File: src/hdl/cam_pkg.sv
// Shared constants for the quadrature electronic cam
package cam_pkg;

  // ----------------------------------------
  // Sizes and timing
  // ----------------------------------------
  localparam int          POS_WIDTH      = 24;
  localparam int          NUM_LOBES      = 8;
  localparam int          CLK_FREQ_HZ    = 40_000_000;
  localparam int          TICK_PERIOD_NS = 1000;
  localparam int          TICK_CYCLES    = (CLK_FREQ_HZ / 1_000_000) * TICK_PERIOD_NS / 1000;
  localparam logic [5:0]  TICK_LAST      = 6'(TICK_CYCLES - 1);
  localparam logic [3:0]  DECADE_LAST    = 4'h9;
  localparam int          DECADE_STAGES  = 3;

  // ----------------------------------------
  // Register byte offsets
  // ----------------------------------------
  localparam logic [7:0]  OFS_CTRL       = 8'h00;
  localparam logic [7:0]  OFS_CFG_STORED = 8'h04;
  localparam logic [7:0]  OFS_CFG_OVR    = 8'h08;
  localparam logic [7:0]  OFS_COUNTS_REV = 8'h0c;
  localparam logic [7:0]  OFS_POSITION   = 8'h10;
  localparam logic [7:0]  OFS_OUTPUTS    = 8'h14;
  localparam logic [7:0]  OFS_LOBE_BASE  = 8'h20;
  localparam logic [7:0]  OFS_LOBE_END   = 8'h5c;

  // ----------------------------------------
  // Control register fields
  // ----------------------------------------
  localparam int          CTRL_OVERRIDE_MASK = 0;
  localparam int          CTRL_ASYNC_RESET   = 1;
  localparam int          CTRL_ENABLE        = 2;
  localparam logic [31:0] CTRL_USED          = 32'h0000_0007;
  localparam logic [31:0] CTRL_RESET         = 32'h0000_0004;

  // ----------------------------------------
  // Configuration word fields
  // ----------------------------------------
  localparam int          CFG_MERGE_LSB      = 0;
  localparam int          CFG_MARKER_LOW     = 8;
  localparam int          CFG_MARKER_PHASE   = 9;
  localparam int          CFG_CLK_SEL_LSB    = 10;
  localparam int          CFG_USE_INTERNAL   = 12;
  localparam int          CFG_NEGATE_LSB     = 16;
  localparam logic [31:0] CFG_USED           = 32'h00ff_1f7f;
  localparam logic [31:0] CFG_RESET          = 32'h0000_0000;
  localparam logic [31:0] COUNTS_REV_RESET   = 32'h0000_0000;
  localparam logic [31:0] SETPOINT_RESET     = 32'h0000_0000;

  // Transfer size of a whole word
  localparam logic [2:0]  HSIZE_WORD     = 3'h2;

endpackage

File: src/hdl/cam_quad_decoder.sv
// Encoder input conditioning, 4X quadrature decode and marker detection
`timescale 1ns/1ps
module cam_quad_decoder
  import cam_pkg::*;
(
  input  wire logic clk,
  input  wire logic sys_rst,
  input  wire logic enc_a,
  input  wire logic enc_b,
  input  wire logic enc_marker,
  input  wire logic marker_disable,
  input  wire logic marker_active_low,
  input  wire logic marker_phase_high,
  output logic      step_up,
  output logic      step_down,
  output logic      marker_hit
);

  // ----------------------------------------
  // Pin synchronisers and agreement filter
  // ----------------------------------------
  logic [3:0] sync1;
  logic [3:0] sync2;
  logic [3:0] sync3;
  logic [3:0] level;
  logic [3:0] level_prev;
  logic [3:0] next_level;
  logic       marker_q;
  logic       marker_prev;
  logic       a_edge;
  logic       b_edge;

  always_comb begin
    // A level only moves once the second and third stages agree
    next_level = (sync2 & ~(sync2 ^ sync3)) | (level & (sync2 ^ sync3));
  end

  always_ff @(posedge clk or posedge sys_rst) begin
    if (sys_rst) begin
      sync1       <= 4'h0;
      sync2       <= 4'h0;
      sync3       <= 4'h0;
      level       <= 4'h0;
      level_prev  <= 4'h0;
      marker_prev <= 1'b0;
    end else begin
      sync1       <= {marker_disable, enc_marker, enc_b, enc_a};
      sync2       <= sync1;
      sync3       <= sync2;
      level       <= next_level;
      level_prev  <= level;
      marker_prev <= marker_q;
    end
  end

  // ----------------------------------------
  // Decode
  // ----------------------------------------
  always_comb begin
    a_edge = level[0] ^ level_prev[0];
    b_edge = level[1] ^ level_prev[1];
    // Both phases moving at once is an illegal transition and is dropped
    step_up   = (a_edge & ~b_edge & (level[0] ^ level[1]))
              | (b_edge & ~a_edge & ~(level[0] ^ level[1]));
    step_down = (a_edge & ~b_edge & ~(level[0] ^ level[1]))
              | (b_edge & ~a_edge & (level[0] ^ level[1]));
    marker_q  = (level[2] ^ marker_active_low)
              & (level[1] == marker_phase_high)
              & ~level[3];
    marker_hit = marker_q & ~marker_prev;
  end

endmodule

File: src/hdl/cam_timebase.sv
// Internal count clock: 1 us base tick and decade prescaler
`timescale 1ns/1ps
module cam_timebase
  import cam_pkg::*;
(
  input  wire logic       clk,
  input  wire logic       sys_rst,
  input  wire logic [1:0] clk_sel,
  output logic            tick
);

  // ----------------------------------------
  // Base divider
  // ----------------------------------------
  logic [5:0] base_cnt;
  logic [5:0] next_base_cnt;
  logic [DECADE_STAGES:0] stage_tick;

  always_comb begin
    next_base_cnt = (base_cnt == TICK_LAST) ? 6'h00 : base_cnt + 6'h01;
    stage_tick[0] = (base_cnt == TICK_LAST);
  end

  always_ff @(posedge clk or posedge sys_rst) begin
    if (sys_rst) begin
      base_cnt <= 6'h00;
    end else begin
      base_cnt <= next_base_cnt;
    end
  end

  // ----------------------------------------
  // Decade stages: 100 kHz, 10 kHz, 1 kHz
  // ----------------------------------------
  genvar g;
  generate
    for (g = 0; g < DECADE_STAGES; g++) begin : gen_decade
      logic [3:0] dec_cnt;
      logic [3:0] next_dec_cnt;
      always_comb begin
        next_dec_cnt = dec_cnt;
        if (stage_tick[g]) begin
          next_dec_cnt = (dec_cnt == DECADE_LAST) ? 4'h0 : dec_cnt + 4'h1;
        end
        stage_tick[g+1] = stage_tick[g] & (dec_cnt == DECADE_LAST);
      end
      always_ff @(posedge clk or posedge sys_rst) begin
        if (sys_rst) begin
          dec_cnt <= 4'h0;
        end else begin
          dec_cnt <= next_dec_cnt;
        end
      end
    end
  endgenerate

  always_comb begin
    tick = stage_tick[clk_sel];
  end

endmodule

File: src/hdl/quadrature_electronic_cam.sv
// Electronic cam top: AHB-Lite registers, position counter, lobes and merges
`timescale 1ns/1ps
module quadrature_electronic_cam
  import cam_pkg::*;
(
  input  wire logic        clk,
  input  wire logic        sys_rst,
  input  wire logic        hsel,
  input  wire logic [31:0] haddr,
  input  wire logic [1:0]  htrans,
  input  wire logic        hwrite,
  input  wire logic [2:0]  hsize,
  input  wire logic [31:0] hwdata,
  input  wire logic        hready,
  output logic             hreadyout,
  output logic             hresp,
  output logic [31:0]      hrdata,
  input  wire logic        enc_a,
  input  wire logic        enc_b,
  input  wire logic        enc_marker,
  input  wire logic        marker_disable,
  output logic [7:0]       cam_out
);

  // ----------------------------------------
  // Declarations
  // ----------------------------------------
  logic [31:0]          ctrl;
  logic [31:0]          cfg_stored;
  logic [31:0]          cfg_ovr;
  logic [31:0]          counts_rev;
  logic [31:0]          set_low  [NUM_LOBES];
  logic [31:0]          set_high [NUM_LOBES];
  logic [31:0]          next_ctrl;
  logic [31:0]          next_cfg_stored;
  logic [31:0]          next_cfg_ovr;
  logic [31:0]          next_counts_rev;
  logic [31:0]          next_set_low  [NUM_LOBES];
  logic [31:0]          next_set_high [NUM_LOBES];
  logic                 wr_pending;
  logic [7:0]           wr_addr;
  logic                 next_wr_pending;
  logic [7:0]           next_wr_addr;
  logic [31:0]          next_hrdata;
  logic                 addr_phase;
  logic [31:0]          cfg;
  logic [POS_WIDTH-1:0] count;
  logic [POS_WIDTH-1:0] next_count;
  logic [POS_WIDTH-1:0] last_count;
  logic                 counter_clear;
  logic                 enc_up;
  logic                 enc_down;
  logic                 enc_marker_hit;
  logic                 int_tick;
  logic                 cnt_up;
  logic                 cnt_down;
  logic                 cnt_zero;
  logic [NUM_LOBES-1:0] lobe_on;
  logic [6:0]           merge;
  logic [7:0]           next_cam_out;
  logic                 ch2;
  logic                 ch4;
  logic                 ch6;

  // ----------------------------------------
  // Bus handshake
  // ----------------------------------------
  // Zero wait states: every transfer completes in its first data phase
  assign hreadyout = 1'b1;
  assign hresp     = 1'b0;

  always_comb begin
    addr_phase      = hsel & hready & htrans[1];
    next_wr_pending = addr_phase & hwrite & (hsize == HSIZE_WORD);
    next_wr_addr    = (addr_phase & hwrite) ? {haddr[7:2], 2'b00} : wr_addr;
    next_hrdata     = hrdata;
    if (addr_phase & ~hwrite) begin
      next_hrdata = read_word({haddr[7:2], 2'b00});
    end
  end

  always_ff @(posedge clk or posedge sys_rst) begin
    if (sys_rst) begin
      wr_pending <= 1'b0;
      wr_addr    <= 8'h00;
      hrdata     <= 32'h0000_0000;
    end else begin
      wr_pending <= next_wr_pending;
      wr_addr    <= next_wr_addr;
      hrdata     <= next_hrdata;
    end
  end

  // ----------------------------------------
  // Read multiplexer
  // ----------------------------------------
  function automatic logic [31:0] read_word(input logic [7:0] a);
    logic [2:0] idx;
    idx = a[5:3] - 3'h4;
    read_word = 32'h0000_0000;
    case (a)
      OFS_CTRL:       read_word = ctrl;
      OFS_CFG_STORED: read_word = cfg_stored;
      OFS_CFG_OVR:    read_word = cfg_ovr;
      OFS_COUNTS_REV: read_word = counts_rev;
      OFS_POSITION:   read_word = {8'h00, count};
      OFS_OUTPUTS:    read_word = {24'h00_0000, cam_out};
      default: begin
        if (a >= OFS_LOBE_BASE && a <= OFS_LOBE_END) begin
          read_word = a[2] ? set_high[idx] : set_low[idx];
        end
      end
    endcase
  endfunction

  // ----------------------------------------
  // Register file
  // ----------------------------------------
  always_comb begin
    next_ctrl       = ctrl;
    next_cfg_stored = cfg_stored;
    next_cfg_ovr    = cfg_ovr;
    next_counts_rev = counts_rev;
    for (int i = 0; i < NUM_LOBES; i++) begin
      next_set_low[i]  = set_low[i];
      next_set_high[i] = set_high[i];
    end
    if (wr_pending) begin
      case (wr_addr)
        OFS_CTRL:       next_ctrl       = hwdata & CTRL_USED;
        OFS_CFG_STORED: next_cfg_stored = hwdata & CFG_USED;
        OFS_CFG_OVR:    next_cfg_ovr    = hwdata & CFG_USED;
        OFS_COUNTS_REV: next_counts_rev = hwdata;
        default: begin
          if (wr_addr >= OFS_LOBE_BASE && wr_addr <= OFS_LOBE_END) begin
            if (wr_addr[2]) begin
              next_set_high[3'(wr_addr[5:3] - 3'h4)] = hwdata;
            end else begin
              next_set_low[3'(wr_addr[5:3] - 3'h4)]  = hwdata;
            end
          end
        end
      endcase
    end
  end

  always_ff @(posedge clk or posedge sys_rst) begin
    if (sys_rst) begin
      ctrl       <= CTRL_RESET;
      cfg_stored <= CFG_RESET;
      cfg_ovr    <= CFG_RESET;
      counts_rev <= COUNTS_REV_RESET;
      for (int i = 0; i < NUM_LOBES; i++) begin
        set_low[i]  <= SETPOINT_RESET;
        set_high[i] <= SETPOINT_RESET;
      end
    end else begin
      ctrl       <= next_ctrl;
      cfg_stored <= next_cfg_stored;
      cfg_ovr    <= next_cfg_ovr;
      counts_rev <= next_counts_rev;
      for (int i = 0; i < NUM_LOBES; i++) begin
        set_low[i]  <= next_set_low[i];
        set_high[i] <= next_set_high[i];
      end
    end
  end

  // ----------------------------------------
  // Active configuration
  // ----------------------------------------
  always_comb begin
    cfg   = ctrl[CTRL_OVERRIDE_MASK] ? cfg_ovr : cfg_stored;
    merge = cfg[CFG_MERGE_LSB +: 7];
    // Zero or 2^24 both give a full 24-bit revolution
    last_count = POS_WIDTH'(counts_rev - 32'h0000_0001);
  end

  // ----------------------------------------
  // Count sources
  // ----------------------------------------
  cam_quad_decoder u_decoder (
    .clk               (clk),
    .sys_rst           (sys_rst),
    .enc_a             (enc_a),
    .enc_b             (enc_b),
    .enc_marker        (enc_marker),
    .marker_disable    (marker_disable),
    .marker_active_low (cfg[CFG_MARKER_LOW]),
    .marker_phase_high (cfg[CFG_MARKER_PHASE]),
    .step_up           (enc_up),
    .step_down         (enc_down),
    .marker_hit        (enc_marker_hit)
  );

  cam_timebase u_timebase (
    .clk     (clk),
    .sys_rst (sys_rst),
    .clk_sel (cfg[CFG_CLK_SEL_LSB +: 2]),
    .tick    (int_tick)
  );

  // ----------------------------------------
  // Position counter
  // ----------------------------------------
  // Cleared without the clock so the host bit acts even if the source stalls
  assign counter_clear = sys_rst | ctrl[CTRL_ASYNC_RESET];

  always_comb begin
    // Clearing the enable bit halts the cam; setting the counter reset bit also holds it at zero
    cnt_up   = ctrl[CTRL_ENABLE] & (cfg[CFG_USE_INTERNAL] ? int_tick : enc_up);
    cnt_down = ctrl[CTRL_ENABLE] & ~cfg[CFG_USE_INTERNAL] & enc_down;
    cnt_zero = ctrl[CTRL_ENABLE] & ~cfg[CFG_USE_INTERNAL] & enc_marker_hit;
    next_count = count;
    if (cnt_zero) begin
      next_count = '0;
    end else if (cnt_up) begin
      next_count = (count >= last_count) ? '0 : count + 1'b1;
    end else if (cnt_down) begin
      next_count = (count == '0) ? last_count : count - 1'b1;
    end
  end

  always_ff @(posedge clk or posedge counter_clear) begin
    if (counter_clear) begin
      count <= '0;
    end else begin
      count <= next_count;
    end
  end

  // ----------------------------------------
  // Lobe comparators
  // ----------------------------------------
  genvar g;
  generate
    for (g = 0; g < NUM_LOBES; g++) begin : gen_lobe
      logic [31:0] eff_high;
      logic        in_range;
      always_comb begin
        eff_high = (set_high[g] > {8'h00, last_count}) ? {8'h00, last_count}
                                                       : set_high[g];
        in_range = ({8'h00, count} >= set_low[g])
                 & ({8'h00, count} <= eff_high)
                 & (set_low[g] <= {8'h00, last_count});
        lobe_on[g] = in_range ^ cfg[CFG_NEGATE_LSB + g];
      end
    end
  endgenerate

  // ----------------------------------------
  // Merge network and output register
  // ----------------------------------------
  always_comb begin
    // Merges chain through intermediate channels so all seven others can reach 8
    ch2 = lobe_on[1] | (merge[0] & lobe_on[0]);
    ch4 = lobe_on[3] | (merge[1] & ch2) | (merge[2] & lobe_on[2]);
    ch6 = lobe_on[5] | (merge[4] & lobe_on[4]);
    next_cam_out[0] = ~merge[0] & lobe_on[0];
    next_cam_out[1] = ~merge[1] & ch2;
    next_cam_out[2] = ~merge[2] & lobe_on[2];
    next_cam_out[3] = ~merge[3] & ch4;
    next_cam_out[4] = ~merge[4] & lobe_on[4];
    next_cam_out[5] = ~merge[5] & ch6;
    next_cam_out[6] = ~merge[6] & lobe_on[6];
    next_cam_out[7] = lobe_on[7] | (merge[3] & ch4) | (merge[5] & ch6)
                    | (merge[6] & lobe_on[6]);
  end

  always_ff @(posedge clk or posedge sys_rst) begin
    if (sys_rst) begin
      cam_out <= 8'h00;
    end else begin
      cam_out <= next_cam_out;
    end
  end

endmodule

File: config.mk
export PLATFORM = sky130hd
export DESIGN_NAME = quadrature_electronic_cam
export DESIGN_NICKNAME = d
export VERILOG_FILES = /design/src/hdl/cam_pkg.sv /design/src/hdl/cam_quad_decoder.sv /design/src/hdl/cam_timebase.sv /design/src/hdl/quadrature_electronic_cam.sv
export SDC_FILE = /design/constraint.sdc
export NUM_CORES = 2
export LEC_CHECK = 0
export BUFFER_PORTS_ARGS = -buffer_cell sky130_fd_sc_hd__buf_2
export CAP_MARGIN = 25
export CORE_AREA = 4 4 397 399
export CTS_CLUSTER_DIAMETER = 60
export DETAILED_ROUTE_END_ITERATION = 12
export DIE_AREA = 0 0 401 403
export PLACE_DENSITY = 0.54
export SLEW_MARGIN = 20
export SYNTH_ARGS = -nofsm -noshare
export SYNTH_HDL_FRONTEND = slang
export SYNTH_SLANG_ARGS = --single-unit
File: constraint.sdc
create_clock -name clk -period 65.7 [get_ports clk]
set_input_delay 13.14 -clock clk [delete_from_list [all_inputs] [get_ports clk]]
set_output_delay 13.14 -clock clk [all_outputs]
set_load 0.02 [all_outputs]
== After elaboration in Yosys (flattened, before gate mapping) ==
Index checks and enable logic that the tools add are counted.

* Bits in registers: 695
* Bits of input ports: 78
* Output and inout bits: 42
* Logic and storage cells: 243

* $add $sub $neg: 9
* Magnitude comparators: 41
* Equality and inequality tests: 14
* Multiplexer cells: 34
* Bitwise operators: 96
* Reductions and logical operators: 14

{| class="wikitable"
|+ Operators by type and width
! operator !! count
|-
| $bwmux 256 || 2
|-
| $mux 32 || 15
|-
| $ge 24x32->1 || 8
|-
| $gt 32x24->1 || 8
|-
| $le 24x32->1 || 8
|-
| $le 32x24->1 || 8
|-
| $bmux 32 s3 || 2
|-
| $pmux 32 s6 || 1
|-
| $mux 24 || 6
|-
| $demux 32 s3 || 1
|-
| $and 1x1->1 || 51
|-
| $sub 24x1->24 const B || 2
|-
| $add 24x1->24 const B || 1
|-
| $eq 6x2->1 const B || 4
|-
| $ge 24x24->1 || 1
|-
| $logic_not 24->1 || 1
|-
| $ge 8x6->1 const B || 2
|-
| $le 8x7->1 const B || 2
|-
| $not 1->1 || 16
|-
| $add 4x1->4 const B || 3
|-
| $eq 4x4->1 const B || 3
|-
| $eq 6x1->1 const B || 2
|-
| $eq 6x3->1 const B || 2
|-
| $mux 4 || 3
|-
| 25 further kinds || 56
|}

== Logic depth before layout (Yosys ltp) ==
* Word-level depth: 16
* Gate-level depth with buffers: 34

== Cells and area by module ==
A second synthesis with hierarchy kept.

* Cell total of the unflattened synthesis: 5,152
* Area total of the unflattened synthesis: 53,186.0 µm²

{| class="wikitable"
|+ Modules (own cells, without submodules)
! module !! times used !! cells an instance !! area each (µm²)
|-
| quadrature_electronic_cam || 1 || 5,031 || 51,675.8
|-
| cam_timebase || 1 || 89 || 928.4
|-
| cam_quad_decoder || 1 || 32 || 581.8
|}

== Worst setup path after synthesis ==
Ideal clock, no wire load.

* Path type: in2reg
* Start: input port haddr[3]
* End: register hrdata[31]
* Library setup time: 134 ps
* Data arrival time: 15,619 ps
* Data required time: 65,566 ps
* Path slack: 49,947 ps
* Stages: 9
* Cells stage by stage: clkbuf_1 -> clkbuf_1 -> clkbuf_1 -> clkbuf_1 -> mux4_2 -> a211oi_1 -> a21oi_1 -> a22oi_1 -> o21ai_0

* Word-level cells in the longest chain between the ends: 8

{| class="wikitable"
|+ Ends and longest elaborated chain
! item !! line !! text
|-
| start, declared || quadrature_electronic_cam.sv:9 || <nowiki>input wire logic [31:0] haddr,</nowiki>
|-
| $sub 3x3->3 || quadrature_electronic_cam.sv:99 || <nowiki>idx = a[5:3] - 3'h4;</nowiki>
|-
| $not 3->4 (not written as such) || quadrature_electronic_cam.sv:110 || <nowiki>read_word = a[2] ? set_high[idx] : set_low[idx];</nowiki>
|-
| $bmux 32 s3 || quadrature_electronic_cam.sv:110 ||
|-
| $mux 32 (not written as such) (2 in a row) || quadrature_electronic_cam.sv:110 ||
|-
| $mux 32 || quadrature_electronic_cam.sv:110 ||
|-
| $mux 32 || quadrature_electronic_cam.sv:109 || <nowiki>if (a >= OFS_LOBE_BASE && a <= OFS_LOBE_END) begin</nowiki>
|-
| $pmux 32 s6 (*) || quadrature_electronic_cam.sv:101 || <nowiki>case (a)</nowiki>
|-
| end signal, assigned || quadrature_electronic_cam.sv:90 || <nowiki>hrdata <= next_hrdata;</nowiki>
|-
| end, declared || quadrature_electronic_cam.sv:17 || <nowiki>output logic [31:0] hrdata,</nowiki>
|}

Every way passes the cells marked *; elsewhere a longest branch is shown, timed or not. The select of a mux whose other input is x is not followed.
A chain may end at the register's enable or synchronous reset.

== Final worst setup path ==
* Start: input port haddr[3]
* End: register hrdata[6]

Same word-level chain as after synthesis.

==> impl_metrics.ini <==
[setup_path]
crit_type = in -> reg
critPathMaxStageDelay_ns = 0.70
cp.required_ns = 66.33
ff2ff_setup_slack_ns = 54.45
reg2reg_to = cam_out[7]
cpMaxStageDelayCell = buf_12
cp-start-kind = input pin
endpoint_kind = flop
worstPathMaxFanout = 108
cp_cell_sequence = buf_8 -> buf_12 -> mux2_2 -> o21ai_0 -> a21oi_1 -> nor2_1 -> o21ai_0 -> a21oi_1 -> o21ai_0
crit_top_cell = o21ai_0
critPathTopFamily = compound AO/OA/AOI/OAI gates
path_buf_inv = 2
r2r_cells = 34
r2r-start = counts_rev[0]
crit_arrival_ns = 16.51

[global_route]
grt_antenna_before_repair = 10
grt_pass1_wl_um = 294700
grt_pass1_vias = 41310
grt_max_degree = 139
grt-ovfl-total = 0
grtUsageTotal_pct = 24.47

[hold_path]
holdPathEnd = u_decoder.sync2[1]
hp-class = reg -> reg
holdCritStartpoint = u_decoder.sync1[1]
min_path_cells = 0

[detailed_routing]
first_pass_iters = 8
vias_per_cell = 5.898
drcViolationCount = 0
routedWlPerCell_um = 28.07
drt_iter0_drc = 3555
ant_nets = 0
vias = 42580
routed_wl_um = 202600

[floorplan]
pin_count = 120
die_h_um = 403
start_util_pct = 34.85
die_x_um = 401
rows = 144
die-area_um2 = 161600
coreArea_um2 = 153900

[clock_tree]
postCtsSetupBuffers = 0
cts_tree = built
cts_sinks = 695
htree_levels = 3
clock_path_buffers = 3
clock_tree.root_cell = clkbuf_16
insertion_delay_ns = 0.71
hold_buffers = 0
cts_buffers = 94
cts_resized = 0
clkTransAtPathRegs_ns = 0.06

[final_layout]
fin_nets = 5935
instances_no_fill = 7219
fin_util_pct = 39.00
drive_above_1_share_pct = 22.26
stdcell_area_um2 = 60010
syn_to_final_growth_pct = 11.93

[pwr]
max-vdd-ir-drop_mv = 0.02296
p_leak_uw = 0.02893
p_per_area_nw_per_um2 = 28.11

[sta]
finalHoldViolCount = 0
maxSlewHeadroom_pct = 14.13
tns_ns = 0
tightest_slew_ns = 1.256
period_share_pct = 24.16
rsz0062_at_grt = false
clock.fmax_mhz = 62.99
setup_viol = 0
finClkSkew_ns = 0.02652
setup_ws_ns = 49.82
maxSlewViolCount = 0
fin_crit_ns = 15.88

[placement]
place_ws_ns = 49.07
numPortBuffers = 90
dp.cells = 7038
dpl_cell_area_um2 = 56630
place_congestion = 0.9374
dp_hpwl_um = 151400

[job]
cap_violations = 0

[logic_synthesis]
ys_warn_count = 0
synth-edff-count = 0
synth_seq_area_share_pct = 32.44
synth_cell_types = 107
async_flop_share_pct = 100.0
ys_ff_latch = 695
synth_flop_cell = dfrtp_1
syn_area_per_cell_um2 = 10.64
synth_area_um2 = 53620
synth_cells = 5038
synth_nets = 5879

[run_status]
outcome = completed
[synth_stat cells, types with 10 or more instances]
cell,count,area (um^2)
xor2_1,27,236.5
or4_1,20,150.1
a21o_1,171,1284
a221oi_1,36,315.3
o21ai_0,240,1201
nand3_1,96,480.5
inv_1,258,968.4
a21oi_1,263,1316
or3_1,11,68.82
o211ai_1,34,255.2
xnor2_1,57,499.2
nand4_1,130,813.3
nor3_1,59,295.3
a22oi_1,64,480.5
nand2b_1,38,237.7
nor4_1,61,381.6
nor2_1,160,600.6
and3_1,35,219.0
clkbuf_1,165,619.3
o31ai_1,11,82.58
o21a_1,42,315.3
mux4_2,96,2162
a211oi_1,37,277.8
o2111ai_1,17,148.9
a31oi_1,16,100.1
and2_1,10,62.56
buf_6,20,225.2
nor2b_1,65,406.6
ha_1,763,9547
buf_1,55,206.5
nand2_1,215,807.0
mux2i_1,265,2653
mux2_2,604,6802
dfrtp_1,694,17370
[worst register-to-register path: cells and delay by family, from the launching register on]
kind | cells | cell delay, ns
multiplexers | 1 | 0.45
buffers and inverters | 6 | 1.35
AND/OR/NAND/NOR | 12 | 4.06
flip-flops | 1 | 0.37
XOR/XNOR | 2 | 0.63
adder cells (fa/ha/maj) | 4 | 1.34
AO/OA/AOI/OAI | 9 | 2.91
[worst max path at each step]
| stage | from | endpoint | slack [ns] | depth (start not counted) |
|---|---|---|---|---|
| floorplan | sys_rst | async pin | 33.75 | 1 |
| global placement | haddr[3] | hrdata[16] | 49.09 | 9 |
| detailed placement | haddr[3] | hrdata[7] | 49.07 | 9 |
| CTS | haddr[3] | hrdata[7] | 49.83 | 9 |
| global route | haddr[3] | hrdata[10] | 49.67 | 9 |
| finish | haddr[3] | hrdata[6] | 49.82 | 9 |
[sequential cells by signal, summed over array words and instances (netlist names), 8 cells and up, named ones only]
name                           cells
cam_out                            8
cfg_ovr                           20
cfg_stored                        20
count                             24
counts_rev                        32
hrdata                            32
set_high                         256
set_low                          256
u_timebase.gen_decade.dec_cnt     12
[cell type report]
cell class,count,area (um^2)
fillers,15030,93860
multi-input cells,3832,34210
flip-flops and latches,695,17390
clock buffers,128,2673
well taps,2044,2557
repair buffers,213,1569
inverters,258,975.9
clock inverters,44,616.8
diodes,5,12.51
[metrics by stage]
stage / hold WS [ns] / total power (uW)
floorplan: 0.3312 / 889.2
CTS: 0.3492 / 1679
finish: 0.3483 / 1687
global route: 0.3501 / 1776
global placement: 0.3321 / 1113
detailed placement: 0.3365 / 1125
[layer usage]
layer	track usage, %	vias to the layer above	wire length, um
met4	10.00	10	9473
li1	-	19220	-
met5	0	-	66
met3	5.786	354	15810
met1	33.60	21480	90190
met2	36.98	1520	87110
[cell families after synthesis]
| logic type | share of synthesized area (%) |
|---|---|
| AOI/OAI and AO/OA | 13.03 |
| xor gates and xnor gates | 1.529 |
| adders and majority gates | 18.08 |
| buffers and inverters | 4.009 |
| DFF | 32.44 |
| muxes | 21.67 |
| other | 0.01401 |
| and+or+nand+nor | 9.232 |
[layout by cell type, fill, tap and decap left out, drive strengths merged, types with 97 or more instances in the layout]
cell,instances
a21o,171
a21oi,268
buf,213
clkbuf,128
dfrtp,694
ha,763
inv,264
mux2,604
mux2i,265
nand2,215
nand3,97
nand4,131
nor2,163
o21ai,246
[report_power, final]
part | internal [uW] | switching, uW | total (uW)
Combinational | 240 | 417 | 657
Clock | 330 | 218 | 548
Sequential | 451 | 30.7 | 482
Total | 1020 | 665 | 1690
Note: power is estimated with default switching activity, not from simulation.
